--- config.mk ---
export PLATFORM = sky130hd
export DESIGN_NAME = lpcw_target
export DESIGN_NICKNAME = d
export VERILOG_FILES = /design/src/lpcw_pkg.sv /design/src/lpcw_cyc_if.sv /design/src/lpcw_addr_dec.sv /design/src/lpcw_guard.sv /design/src/lpcw_target.sv
export SDC_FILE = /design/constraint.sdc
export NUM_CORES = 1
export LEC_CHECK = 0
export BUFFER_PORTS_ARGS = -buffer_cell sky130_fd_sc_hd__buf_2
export CAP_MARGIN = 20
export CELL_PAD_IN_SITES_DETAIL_PLACEMENT = 2
export CELL_PAD_IN_SITES_GLOBAL_PLACEMENT = 2
export CORE_ASPECT_RATIO = 1.5
export CORE_MARGIN = 1
export CORE_UTILIZATION = 31
export CTS_CLUSTER_DIAMETER = 50
export DETAILED_ROUTE_END_ITERATION = 8
export PLACE_DENSITY_LB_ADDON = 0.1
export SYNTH_ARGS = -nofsm -noshare
export SYNTH_HDL_FRONTEND = slang
export SYNTH_SLANG_ARGS = --single-unit
export TNS_END_PERCENT = 1
--- constraint.sdc ---
create_clock -name clk -period 2.05 [get_ports clk]
set_input_delay 0.205 -clock clk [delete_from_list [all_inputs] [get_ports clk]]
set_output_delay 0.205 -clock clk [all_outputs]
set_load 0.02 [all_outputs]
--- src/lpcw_pkg.sv ---
// Constants and helpers for the low-pin-count flash write target.
// Assumes a 4-bit multiplexed bus sampled on the rising edge of clk.
package lpcw_pkg;

    localparam logic [3:0] LPCW_START_CODE   = 4'h0;
    localparam logic [2:0] LPCW_MEM_WRITE    = 3'h3;   // Bits 3:1 of the type field
    localparam logic [3:0] LPCW_TURN_NIBBLE  = 4'hf;
    localparam logic [3:0] LPCW_READY_NIBBLE = 4'h0;
    localparam logic [3:0] LPCW_WAIT_NIBBLE  = 4'h5;   // Not used: writes insert no waits
    localparam int         LPCW_ADDR_NIBBLES = 8;
    localparam logic [2:0] LPCW_LAST_NIBBLE  = 3'h7;
    localparam logic [2:0] LPCW_NIBBLE_ZERO  = 3'h0;
    localparam logic [2:0] LPCW_NIBBLE_ONE   = 3'h1;
    localparam int         LPCW_FLASH_BIT    = 23;
    localparam int         LPCW_ID_HI        = 22;
    localparam int         LPCW_ID_LO        = 20;
    localparam int         LPCW_SECT_HI      = 19;
    localparam int         LPCW_SECT_LO      = 16;
    localparam logic [3:0] LPCW_TOP_SECTOR   = 4'hf;
    localparam int         LPCW_SECTORS      = 16;

    typedef enum logic [3:0] {
        LPCW_IDLE,
        LPCW_CYCTYPE,
        LPCW_ADDR,
        LPCW_DATA_LO,
        LPCW_DATA_HI,
        LPCW_HOST_TAR,
        LPCW_OWN_TAR,
        LPCW_SYNC,
        LPCW_BACK_TAR
    } lpcw_state_t;

    // Sector index of a flash address
    function automatic logic [3:0] lpcw_sector(input logic [31:0] addr);
        return addr[LPCW_SECT_HI:LPCW_SECT_LO];
    endfunction

    // Protection decision for one sector
    function automatic logic lpcw_blocked(input logic [3:0]  sector,
                                          input logic        top_n,
                                          input logic        gen_n,
                                          input logic [15:0] locks);
        logic pin_block;
        pin_block = (sector == LPCW_TOP_SECTOR) ? !top_n : !gen_n;
        return pin_block | locks[sector];
    endfunction

endpackage

--- src/lpcw_cyc_if.sv ---
// Carries the assembled cycle address and its decode between the bus
// sequencer and the address decoder.
`timescale 1ns/1ps
interface lpcw_cyc_if;
    logic [31:0] addr;
    logic [2:0]  id_strap;
    logic        to_flash;
    logic        id_match;
    logic [3:0]  sector;

    modport seq
    (
        output addr,
        output id_strap,
        input  to_flash,
        input  id_match,
        input  sector
    );
    modport dec
    (
        input  addr,
        input  id_strap,
        output to_flash,
        output id_match,
        output sector
    );
endinterface

--- src/lpcw_addr_dec.sv ---
// Address decoder: flash or register space, device select, sector.
// Assumes the address on the interface is stable while it is read.
`timescale 1ns/1ps
module lpcw_addr_dec
    import lpcw_pkg::*;
(
    lpcw_cyc_if.dec cyc    // Address in, decode out
);

    always_comb
    begin
        cyc.to_flash = cyc.addr[LPCW_FLASH_BIT];                           // RULE_20
        cyc.id_match = (cyc.addr[LPCW_ID_HI:LPCW_ID_LO] == cyc.id_strap);  // RULE_20
        cyc.sector   = lpcw_sector(cyc.addr);                              // RULE_19
    end

endmodule

--- src/lpcw_guard.sv ---
// Hardware write protection: samples the guard pins and write-lock bits
// when an internal program or erase starts and holds them until it ends.
// Assumes op_start pulses once per operation and op_active spans it,
// suspend included.
`timescale 1ns/1ps
module lpcw_guard
    import lpcw_pkg::*;
(
    input  wire logic        clk,                 // System clock
    input  wire logic        reset_n,             // Synchronous reset
    input  wire logic        op_start,            // Operation begins
    input  wire logic [3:0]  op_sector,           // Target sector
    input  wire logic        op_active,           // Operation or suspend
    input  wire logic        top_sector_guard_n,  // Top sector lock pin
    input  wire logic        write_guard_n,       // Other sectors lock pin
    input  wire logic [15:0] write_lock,          // Register write-lock bits
    output logic             op_permit,           // Operation may proceed
    output logic             op_refused           // Operation blocked
);

    logic        held;
    logic        next_held;
    logic        next_permit;
    logic        next_refused;

    always_comb
    begin
        next_held    = held;
        next_permit  = op_permit;
        next_refused = op_refused;
        if (op_start)
        begin
            next_held    = 1'b1;
            next_permit  = !lpcw_blocked(op_sector, top_sector_guard_n,
                                         write_guard_n, write_lock);  // RULE_14 RULE_15 RULE_16 RULE_18 RULE_21
            next_refused = !next_permit;
        end
        else if (held && !op_active)
        begin
            // Decision released only once the operation completes
            next_held    = 1'b0;                                      // RULE_17
            next_permit  = 1'b0;
            next_refused = 1'b0;
        end
    end

    always_ff @(posedge clk)
    begin
        if (!reset_n)
        begin
            held       <= 1'b0;
            op_permit  <= 1'b0;
            op_refused <= 1'b0;
        end
        else
        begin
            held       <= next_held;
            op_permit  <= next_permit;
            op_refused <= next_refused;
        end
    end

endmodule

--- src/lpcw_target.sv ---
// Target-side memory write cycle logic of a low-pin-count flash, with
// hardware write protection of its sixteen sectors.
// Assumes a host drives the frame and nibble lines synchronous to clk
// and a flash core that consumes write strobes and runs operations.
//
// Overview of operation
// (RULE_01) Host sends data low nibble then high
// (RULE_02) Cycle starts on last start code clock
// (RULE_03) Type 011x is a memory write
// (RULE_04) Address assembled from eight nibbles, MSN first
// (RULE_05) Data byte captured on clocks eleven, twelve
// (RULE_06) Host drives ones then releases, clock thirteen
// (RULE_07) Device takes the bus during clock fourteen
// (RULE_08) Ready handshake on clock fifteen, no waits
// (RULE_09) Drive ones clock sixteen, float clock seventeen
// (RULE_10) Outputs float whenever not addressed
// (RULE_11) Frame low mid-cycle aborts to idle, floats
// (RULE_12) Abort never cancels running internal operation
// (RULE_13) No internal operation before last data nibble
// (RULE_14) Top guard pin low blocks top sector
// (RULE_15) Write guard pin low blocks other sectors
// (RULE_16) Guard pins sampled when operation begins
// (RULE_17) Pin change during suspend applies after completion
// (RULE_18) Pins block regardless of register lock bit
// (RULE_19) Sector from address bits nineteen to sixteen
// (RULE_20) Bit 23 selects flash, 22:20 match straps
// (RULE_21) Register write-lock bit also blocks its sector
`timescale 1ns/1ps
module lpcw_target
    import lpcw_pkg::*;
(
    input  wire logic        clk,                 // 50 MHz system clock
    input  wire logic        reset_n,             // Synchronous reset
    input  wire logic        frame_n,             // Cycle framing from host
    input  wire logic [3:0]  lad_in,              // Bus nibble in
    output logic      [3:0]  lad_out,             // Bus nibble out
    output logic             lad_oe,              // Bus nibble drive enable
    input  wire logic [2:0]  id_strap,            // Device select straps
    output logic             wr_strobe,           // Write byte accepted
    output logic      [31:0] wr_addr,             // Address of that byte
    output logic      [7:0]  wr_data,             // Data or command byte
    output logic             wr_to_flash,         // Byte is for flash array
    output logic             cycle_abort,         // Cycle cut by frame
    input  wire logic        op_start,            // Core starts an operation
    input  wire logic [3:0]  op_sector,           // Sector of that operation
    input  wire logic        op_active,           // Operation running or held
    input  wire logic        top_sector_guard_n,  // Top sector lock pin
    input  wire logic        write_guard_n,       // Other sectors lock pin
    input  wire logic [15:0] write_lock,          // Register write-lock bits
    output logic             op_permit,           // Operation allowed
    output logic             op_refused           // Operation blocked
);

    ////////////////////////////////////////////////////////////////////////
    // Address decode

    lpcw_cyc_if cyc ();

    lpcw_addr_dec u_dec
    (
        .cyc (cyc.dec)
    );

    ////////////////////////////////////////////////////////////////////////
    // Bus sequencer state

    lpcw_state_t state;
    lpcw_state_t next_state;
    logic [2:0]  nib_cnt;
    logic [2:0]  next_nib_cnt;
    logic [31:0] addr;
    logic [31:0] next_addr;
    logic [3:0]  data_lo;
    logic [3:0]  next_data_lo;
    logic        selected;
    logic        next_selected;
    logic [3:0]  next_lad_out;
    logic        next_lad_oe;
    logic        next_wr_strobe;
    logic [31:0] next_wr_addr;
    logic [7:0]  next_wr_data;
    logic        next_wr_to_flash;
    logic        next_cycle_abort;

    assign cyc.addr     = addr;
    assign cyc.id_strap = id_strap;

    always_comb
    begin
        next_state       = state;
        next_nib_cnt     = nib_cnt;
        next_addr        = addr;
        next_data_lo     = data_lo;
        next_selected    = selected;
        next_lad_out     = lad_out;
        next_lad_oe      = lad_oe;
        next_wr_strobe   = 1'b0;
        next_wr_addr     = wr_addr;
        next_wr_data     = wr_data;
        next_wr_to_flash = wr_to_flash;
        next_cycle_abort = 1'b0;

        if (!frame_n)
        begin
            // Frame low wins everywhere: release the bus and restart
            next_lad_oe      = 1'b0;                                   // RULE_11
            next_lad_out     = LPCW_TURN_NIBBLE;
            next_selected    = 1'b0;
            next_cycle_abort = (state != LPCW_IDLE) &&
                               (state != LPCW_CYCTYPE);                // RULE_11
            if (lad_in == LPCW_START_CODE)
                next_state = LPCW_CYCTYPE;                             // RULE_02
            else
                next_state = LPCW_IDLE;                                // RULE_11
        end
        else
        begin
            unique case (state)
                LPCW_IDLE:
                begin
                    next_lad_oe = 1'b0;                                // RULE_10
                end
                LPCW_CYCTYPE:
                begin
                    // Bit 0 of the type field is ignored
                    next_nib_cnt = LPCW_NIBBLE_ZERO;
                    if (lad_in[3:1] == LPCW_MEM_WRITE)
                        next_state = LPCW_ADDR;                        // RULE_03
                    else
                        next_state = LPCW_IDLE;
                end
                LPCW_ADDR:
                begin
                    next_addr    = {addr[27:0], lad_in};               // RULE_04
                    next_nib_cnt = nib_cnt + LPCW_NIBBLE_ONE;
                    if (nib_cnt == LPCW_LAST_NIBBLE)
                        next_state = LPCW_DATA_LO;
                end
                LPCW_DATA_LO:
                begin
                    next_data_lo  = lad_in;                            // RULE_01 RULE_05
                    next_selected = cyc.id_match;                      // RULE_20
                    next_state    = LPCW_DATA_HI;
                end
                LPCW_DATA_HI:
                begin
                    // Launch only once the last nibble is in
                    if (selected)
                    begin
                        next_wr_strobe   = 1'b1;                       // RULE_13
                        next_wr_addr     = addr;
                        next_wr_data     = {lad_in, data_lo};          // RULE_01 RULE_05
                        next_wr_to_flash = cyc.to_flash;               // RULE_20
                        next_state       = LPCW_HOST_TAR;
                    end
                    else
                        next_state = LPCW_IDLE;                        // RULE_10
                end
                LPCW_HOST_TAR:
                begin
                    // Host drives ones this clock; take the bus for the next
                    next_lad_oe  = 1'b1;                               // RULE_06 RULE_07
                    next_lad_out = LPCW_TURN_NIBBLE;
                    next_state   = LPCW_OWN_TAR;
                end
                LPCW_OWN_TAR:
                begin
                    next_lad_out = LPCW_READY_NIBBLE;                  // RULE_08
                    next_state   = LPCW_SYNC;
                end
                LPCW_SYNC:
                begin
                    next_lad_out = LPCW_TURN_NIBBLE;                   // RULE_09
                    next_state   = LPCW_BACK_TAR;
                end
                LPCW_BACK_TAR:
                begin
                    next_lad_oe   = 1'b0;                              // RULE_09
                    next_selected = 1'b0;
                    next_state    = LPCW_IDLE;
                end
                default:
                begin
                    next_lad_oe = 1'b0;
                    next_state  = LPCW_IDLE;
                end
            endcase
        end
    end

    always_ff @(posedge clk)
    begin
        if (!reset_n)
        begin
            state       <= LPCW_IDLE;
            nib_cnt     <= LPCW_NIBBLE_ZERO;
            addr        <= 32'h0000_0000;
            data_lo     <= 4'h0;
            selected    <= 1'b0;
            lad_out     <= LPCW_TURN_NIBBLE;
            lad_oe      <= 1'b0;
            wr_strobe   <= 1'b0;
            wr_addr     <= 32'h0000_0000;
            wr_data     <= 8'h00;
            wr_to_flash <= 1'b0;
            cycle_abort <= 1'b0;
        end
        else
        begin
            state       <= next_state;
            nib_cnt     <= next_nib_cnt;
            addr        <= next_addr;
            data_lo     <= next_data_lo;
            selected    <= next_selected;
            lad_out     <= next_lad_out;
            lad_oe      <= next_lad_oe;
            wr_strobe   <= next_wr_strobe;
            wr_addr     <= next_wr_addr;
            wr_data     <= next_wr_data;
            wr_to_flash <= next_wr_to_flash;
            cycle_abort <= next_cycle_abort;
        end
    end

    ////////////////////////////////////////////////////////////////////////
    // Hardware protection; independent of the bus sequencer, so an abort
    // leaves a running operation and its decision untouched

    lpcw_guard u_guard                                                 // RULE_12
    (
        .clk                (clk),
        .reset_n            (reset_n),
        .op_start           (op_start),
        .op_sector          (op_sector),
        .op_active          (op_active),
        .top_sector_guard_n (top_sector_guard_n),
        .write_guard_n      (write_guard_n),
        .write_lock         (write_lock),
        .op_permit          (op_permit),
        .op_refused         (op_refused)
    );

endmodule

==> impl_results.md, run 1 <==
* Worst-path fanout max at slightly above 40
* Top-level I/O count at 84
* Synth top area cells: sky130_fd_sc_hd__dfxtp_1, sky130_fd_sc_hd__nand2_1, sky130_fd_sc_hd__a21oi_2
* Tightest Pin Transition at 0.4965 ns
* TritonCTS clock tree: yes
* Post-synthesis cell count at around 430
* Setup tns final at 0 ns
* Detailed Route Iter0 Violations at between 80 and 90
* Clock Pin Slew Worst Setup and Hold Paths at about 0.070 ns
* Critical path cell sequence: buf_4 -> or4_1 -> buf_4 -> nand2_1 -> a21oi_1
* Vias per cell at about 5
* Sequential area share after synthesis at 0.4884
* Post-route ant nets at 0
* Fmax at slightly below 0.6 GHz
* Endpoints failing setup at 0
* First-pass GRT wire length at between 15000 and 20000 um
* TritonCTS buffer count at 9
* Largest net degree at the start of global routing at between 80 and 90
* Cell with the most instances on the worst path: sky130_fd_sc_hd__buf_4
* RSZ-0062 raised after global routing: no
* Top cells by instance count after synthesis: sky130_fd_sc_hd__nand2_1, sky130_fd_sc_hd__dfxtp_1, sky130_fd_sc_hd__a21oi_1
* Standard-cell rows at between 40 and 50
* Number of antenna violations at the first check in global routing at 0
* Areal power density over the cells at about 820 nW/um^2
* Shortest period the worst path allows at ~1.7 ns
* Overall via count from detail_route at about 3200
* Critical path buffers and inverters at 2
* Vias in the first global route at about 3300
* Pins Over Slew Limit at 0
* Die Height at 136.3 um
* Number of clock sinks seen by CTS at between 90 and 100
* Dominant cell type by area after synthesis: sky130_fd_sc_hd__dfxtp_1
* IR Drop Worst-Case VDD at approximately 0.00040 V
* Crit-path max cell delay at roughly 0.52 ns
* Initial core utilization at 0.3218
* Final hold slack at roughly 0.14 ns
* Antenna diode instance count at 0
* Relative slew slack at 0.6655
* Area added between synthesis and finish at 21.17%
* Avg Cell Area, Syn at 8.594 sq um
* Skew-Pair Late Insertion Delay at about 0.34 ns
* Delay-heaviest family, CP: simple AND/OR/NAND/NOR gates
* Final Routed Wirelength at between 10000 and 15000 um
* Startpoint kind of the worst setup timing path: register
* GRT Total Usage at 0.1688
* Number of remaining DRC errors at 0
* Number of hold-slack violations in the final timing report at 0
* Final layout net count at about 540
* Combined area of all synthesized cells at about 3700 sq um
* Placeable core area at between 10000 and 15000 sq um
* Yosys Warn Count at 0
* Arrival @ worst endpoint at just under 2 ns
* Share of cells above drive strength 1 at 0.2840
* I/O Buffers at 83
* Weighted congestion at the end of routability-driven global placement at around 0.73
* Setup repair bufs after CTS at 0
* Count of cell types in the netlist at 44
* Most frequently used cell type in the post-synthesis netlist: sky130_fd_sc_hd__nand2_1
* Max-Cap Viols at 0
* Synthesized Nets at 470
* Class of the worst hold path: in2reg
* Overflow left after global routing at 0
* Final Cycle Share at 0.8402
* Required time at the worst-slack endpoint at approximately 2.3 ns
* Run status: complete, no violations
* Ys flop type: sky130_fd_sc_hd__dfxtp_1
* Total leakage power at between 1.5 and 2 nW
* FFs w/ async S/R, synth at 0
* Clock tree skew after final layout at 0.007572 ns
* Die Wd at ~92 um
* Buffer cell driving the clock tree root: sky130_fd_sc_hd__clkbuf_16
* # H-tree levels at 3
* Synth top area share at 0.4884
* Kind of critical path: reg2reg
* CP Capture Type: register
* Post-DP HPWL at ~7000 um
* Post-cts gate resize count at 0
* Pre-antenna DRT Iters at 4
* Quantity of hold-fixing buffers added after cts at 0
* #FFs+latches synth at 91
* Total Power at 3.722 mW
* Max clock buf depth at 2
* Overall die area at ~12000 sq um
* WL/cell at roughly 15 um
* Number of synthesized flops with an enable pin at 0
* Master of the slowest instance on the critical path: sky130_fd_sc_hd__or4_1
[registers in the layout, summed over array words and instances (netlist names), 3 cells and up]
name     count
nib_cnt      3
wr_data      8
wr_addr     32
addr        32
data_lo      4
state        4
[cell families after synthesis]
group,synth area share
buffers and inverters,0.06206
DFF,0.4884
muxes,0.04394
and+or+nand+nor,0.2194
adders and majority gates,0.006708
xor gates and xnor gates,0.007046
AOI/OAI and AO/OA,0.1724
[cells in the final DEF, fill, tap and decap left out, types with 2 or more instances in the layout]
master,Yosys,layout
sky130_fd_sc_hd__nand2_1,150,150
sky130_fd_sc_hd__dfxtp_1,91,91
sky130_fd_sc_hd__buf_2,8,83
sky130_fd_sc_hd__a21oi_1,45,45
sky130_fd_sc_hd__a21oi_2,30,30
sky130_fd_sc_hd__mux2i_1,13,13
sky130_fd_sc_hd__nor2_1,13,13
sky130_fd_sc_hd__clkbuf_16,0,9
sky130_fd_sc_hd__o21ai_0,6,6
sky130_fd_sc_hd__buf_4,5,6
sky130_fd_sc_hd__nor3_1,5,5
sky130_fd_sc_hd__nor2b_1,4,4
sky130_fd_sc_hd__xor2_1,3,3
sky130_fd_sc_hd__inv_1,4,3
sky130_fd_sc_hd__a211oi_1,3,3
sky130_fd_sc_hd__clkinv_2,0,2
sky130_fd_sc_hd__or4_1,2,2
sky130_fd_sc_hd__a22oi_1,2,2
sky130_fd_sc_hd__a31oi_1,2,2
sky130_fd_sc_hd__nand2b_1,2,2
sky130_fd_sc_hd__o21a_1,2,2
sky130_fd_sc_hd__a311oi_1,2,2
sky130_fd_sc_hd__ha_1,2,2
sky130_fd_sc_hd__clkinvlp_4,0,2
sky130_fd_sc_hd__bufinv_16,0,2
[area by class of cell]
type	instances	area, sq um
fill	1346	7072
sequential	91	1822
multi-input combinational	306	1685
timing repair buffer	90	480.5
clock buffer	10	239.0
tap	150	187.7
clock inverter	6	88.84
inverter	4	16.27
[metrics by stage]
stage / instance area [sq um] / worst slack (ns) / instances / utilization
2_1_floorplan: 3730 / 0.5513 / 434 / -
3_3_place_gp: 4192 / 0.3400 / 641 / 0.3616
3_5_place_dp: 4192 / 0.3103 / 641 / 0.3616
4_1_cts: 4519 / 0.3073 / 657 / 0.3899
5_1_grt: 4519 / 0.2417 / 657 / 0.3899
6_report: 4519 / 0.3276 / 657 / 0.3899
[layer usage]
layer,global-route usage,wire (um),vias up
met2,0.3133,5429,45
met3,0.02796,243,12
met5,0,0,-
met4,0.07231,144,0
met1,0.1882,4291,1568
li1,-,-,1574
[worst paths after layout]
kind / startpoint / to / slack, ns / cells after the start
setup reg to reg: state[1]$_SDFFE_PN0P_ / wr_addr[23]$_SDFFE_PN0P_ / 0.33 / 5
hold / removal: reset_n / state[1]$_SDFFE_PN0P_ / 0.14 / 2
setup / recovery: state[1]$_SDFFE_PN0P_ / wr_addr[23]$_SDFFE_PN0P_ / 0.33 / 5
hold reg to reg: wr_addr[21]$_SDFFE_PN0P_ / wr_addr[21]$_SDFFE_PN0P_ / 0.46 / 2
[power by group]
part	switching, mW	total (mW)	internal (mW)
clock	0.706	1.81	1.10
combinational	0.0848	0.140	0.0557
sequential	0.00233	1.77	1.77
total	0.793	3.72	2.93
(Power assumes the default switching activity.)
==> run 2, diff against run 1 <==
Clock period 2.05 ns to 1.7 ns, I/O delays scaled along.
==> run 2 against run 1 <==
Cell area increased by 0.78%; clock power increased by 10%; power increased by 16%; worst hold slack got worse by 0.050 ns; non-clock buffer count increased by 5; worst setup slack got worse by 0.19 ns; combinational power increased by 26%; critical path depth unchanged; die area unchanged; final cell count increased by 0.91%; register-to-register slack got worse by 0.19 ns.
==> impl_results.md, run 2 (synthesis gave the netlist of run 1 again) <==
* Run status: complete, no violations (unchanged)
* Master of the slowest instance on the critical path: sky130_fd_sc_hd__or4_1 (unchanged)
* CP Capture Type: register (unchanged)
* Power Internal at 3.349 mW (was 2.928 mW)
* Clock network fraction of total power at 0.463 (was 0.486)
* TritonCTS buffer count at 9 (unchanged)
* Endpoints failing setup at 0 (unchanged)
* Number of antenna violations at the first check in global routing at 1 (was 0)
* Max-Cap Viols at 0 (unchanged)
* Vias in the first global route at 3604 (was 3295)
* Die Height at 136.3 um (unchanged)
* Largest registers in the final layout: addr: 32 flops, wr_addr: 32 flops, wr_data: 8 flops (unchanged)
* Initial core utilization at 0.3218 (unchanged)
* First-pass GRT wire length at 17480 um (was 16370 um)
* Top-level I/O count at 84 (unchanged)
* Fmax at 0.6394 GHz (was 0.5806 GHz)
* DP Worst Slack at 0.06338 ns (was 0.3103 ns)
* Setup repair bufs after CTS at 0 (unchanged)
* Final Cycle Share at 0.9199 (was 0.8402)
* Switching share of total power at 0.2236 (was 0.2132)
* Skew-Pair Late Insertion Delay at 0.34 ns (about the same)
* Final layout net count at 543 (was 538)
* Placed inst area at 4254 sq um (was 4192 sq um)
* Worst-path fanout max at 41 (unchanged)
* Total area of sequential cells at 1822 sq um (unchanged)
* Multi-input logic area at 1685 sq um (unchanged)
* Die Wd at 91.56 um (unchanged)
* Class of the worst hold path: in2reg (unchanged)
* TritonCTS clock tree: yes (unchanged)
* Shortest period the worst path allows at 1.564 ns (was 1.722 ns)
* Critical path cell sequence: nand2_1 -> or4_1 -> buf_6 -> nand2_1 -> a21oi_1 (was buf_4 -> or4_1 -> buf_4 -> nand2_1 -> a21oi_1)
* WL/cell at 15.81 um (was 15.39 um)
* Number of hold-slack violations in the final timing report at 0 (unchanged)
* Psw at 0.9642 mW (was 0.7935 mW)
* Number of clock sinks seen by CTS at 91 (unchanged)
* Pins Over Slew Limit at 0 (unchanged)
* Number of remaining DRC errors at 0 (unchanged)
* Clock Pin Slew Worst Setup and Hold Paths at 0.06 ns (was 0.07 ns)
* Weighted congestion at the end of routability-driven global placement at 0.7156 (was 0.7285)
* Post-route ant nets at 0 (unchanged)
* Pre-antenna DRT Iters at 4 (unchanged)
* Total leakage power at 1.713 nW (was 1.691 nW)
* Share of cells above drive strength 1 at 0.2891 (was 0.2840)
* Setup slack of the critical path after layout at 0.1361 ns (was 0.3276 ns)
* Buffer cell driving the clock tree root: sky130_fd_sc_hd__clkbuf_16 (unchanged)
* Kind of critical path: reg2reg (unchanged)
* I/O Buffers at 83 (unchanged)
* # H-tree levels at 3 (unchanged)
* Post-DP HPWL at 7107 um (was 6992 um)
* Max clock buf depth at 2 (unchanged)
* Total non-filler cell area in the finished layout at 4554 sq um (was 4519 sq um)
* Fill cell count at 1341 (was 1346)
* Most frequent cells in the layout: sky130_fd_sc_hd__nand2_1, sky130_fd_sc_hd__dfxtp_1, sky130_fd_sc_hd__buf_2, sky130_fd_sc_hd__a21oi_1, sky130_fd_sc_hd__a21oi_2 (unchanged)
* Relative slew slack at 0.7301 (was 0.6655)
* Tightest Pin Transition at 0.4006 ns (was 0.4965 ns)
* Post-Route Utilization at 0.3929 (was 0.3899)
* IR Drop Worst-Case VDD at 0.0004932 V (was 0.0004035 V)
* Startpoint kind of the worst setup timing path: register (unchanged)
* Area added between synthesis and finish at 22.11% (was 21.17%)
* Quantity of hold-fixing buffers added after cts at 0 (unchanged)
* Standard-cell rows at 48 (unchanged)
* Final Routed Wirelength at 10480 um (was 10110 um)
* Vias per cell at 4.947 (was 4.869)
* Commonest non-fill, non-tap cell in the layout: sky130_fd_sc_hd__nand2_1 (unchanged)
* Share of total power in combinational logic at 0.041 (was 0.038)
* Clock tree skew after final layout at 0.006642 ns (was 0.007572 ns)
* Arrival @ worst endpoint at 1.78 ns (was 1.93 ns)
* GRT Total Usage at 0.1796 (was 0.1688)
* Areal power density over the cells at 947.0 nW/um^2 (was 823.5 nW/um^2)
* Overall die area at 12480 sq um (unchanged)
* Overflow left after global routing at 0 (unchanged)
* Setup tns final at 0 ns (unchanged)
* Required time at the worst-slack endpoint at 1.91 ns (was 2.26 ns)
* Sequential Power Share at 0.496 (was 0.477)
* Detailed Route Iter0 Violations at 58 (was 82)
* Crit-path max cell delay at 0.50 ns (was 0.52 ns)
* Overall via count from detail_route at 3280 (was 3199)
* Cell with the most instances on the worst path: sky130_fd_sc_hd__nand2_1 (was sky130_fd_sc_hd__buf_4)
* Placeable core area at 11590 sq um (unchanged)
* RSZ-0062 raised after global routing: no (unchanged)
* Total Power at 4.313 mW (was 3.722 mW)
* Largest net degree at the start of global routing at 52 (was 83)
-- run 2: cell count changes in the layout (fill, tap and decap cells not counted), sizes merged --
cell,delta
buf,+5
bufinv,-1
clkinv,+1
clkinvlp,-1
diode,+1
inv,+1
-- run 2: area by class of cell --
type | count | share of cell area
sequential | 91 | 0.4000
multi-input combinational | 306 | 0.3701
timing repair buffer | 95 | 0.1201
clock buffer | 10 | 0.05027
tap | 150 | 0.04121
clock inverter | 6 | 0.01429
inverter | 4 | 0.003571
antenna | 1 | 0.0005495
-- run 2: critical path: cells and delay by family, from the launching register on --
family | cells | cell delay (ns)
buf+inv | 1 | 0.21
flops | 1 | 0.38
simple gates | 3 | 0.74
compound gates | 1 | 0.07
-- run 2: layer usage --
layer / GRT usage / wire, um / vias up / part of all wire
li1: - / - / 1589 / -
met1: 0.1911 / 4259 / 1620 / 0.41
met2: 0.3450 / 5740 / 54 / 0.55
met3: 0.02685 / 206 / 17 / 0.020
met4: 0.08025 / 277 / 0 / 0.026
met5: 0 / 0 / - / 0
-- run 2: stage by stage --
step | cells | hold WS [ns]
5_1_grt | 663 | 0.1049
3_5_place_dp | 646 | 0.4450
4_1_cts | 662 | 0.08549
3_3_place_gp | 646 | 0.4091
6_report | 663 | 0.09046
2_1_floorplan | 434 | 0.2493
-- run 2: power groups by stage --
stage | Combinational, mW | Clock (mW) | Sequential (mW)
floorplan | 0.0880 | 0 | 2.19
global placement | 0.172 | 0 | 2.19
detailed placement | 0.179 | 0 | 2.19
CTS | 0.180 | 2.09 | 2.14
global route | 0.193 | 2.15 | 2.14
finish | 0.176 | 2.00 | 2.14
-- run 2: final timing paths --
kind	from	to	slack (ns)	cells after the start
max reg2reg	state[2]$_SDFFE_PN0P_	wr_addr[30]$_SDFFE_PN0P_	0.14	5
min reg2reg	wr_addr[0]$_SDFFE_PN0P_	wr_addr[0]$_SDFFE_PN0P_	0.46	2
min	op_active	u_guard.held$_SDFFE_PN0P_	0.09	3
max	state[2]$_SDFFE_PN0P_	wr_addr[30]$_SDFFE_PN0P_	0.14	5
-- run 2: timing repair --
action                                  CTS  global route
endpoints found under the setup margin    0            12
resized for setup                         0             1
hold endpoints to repair                  0             0
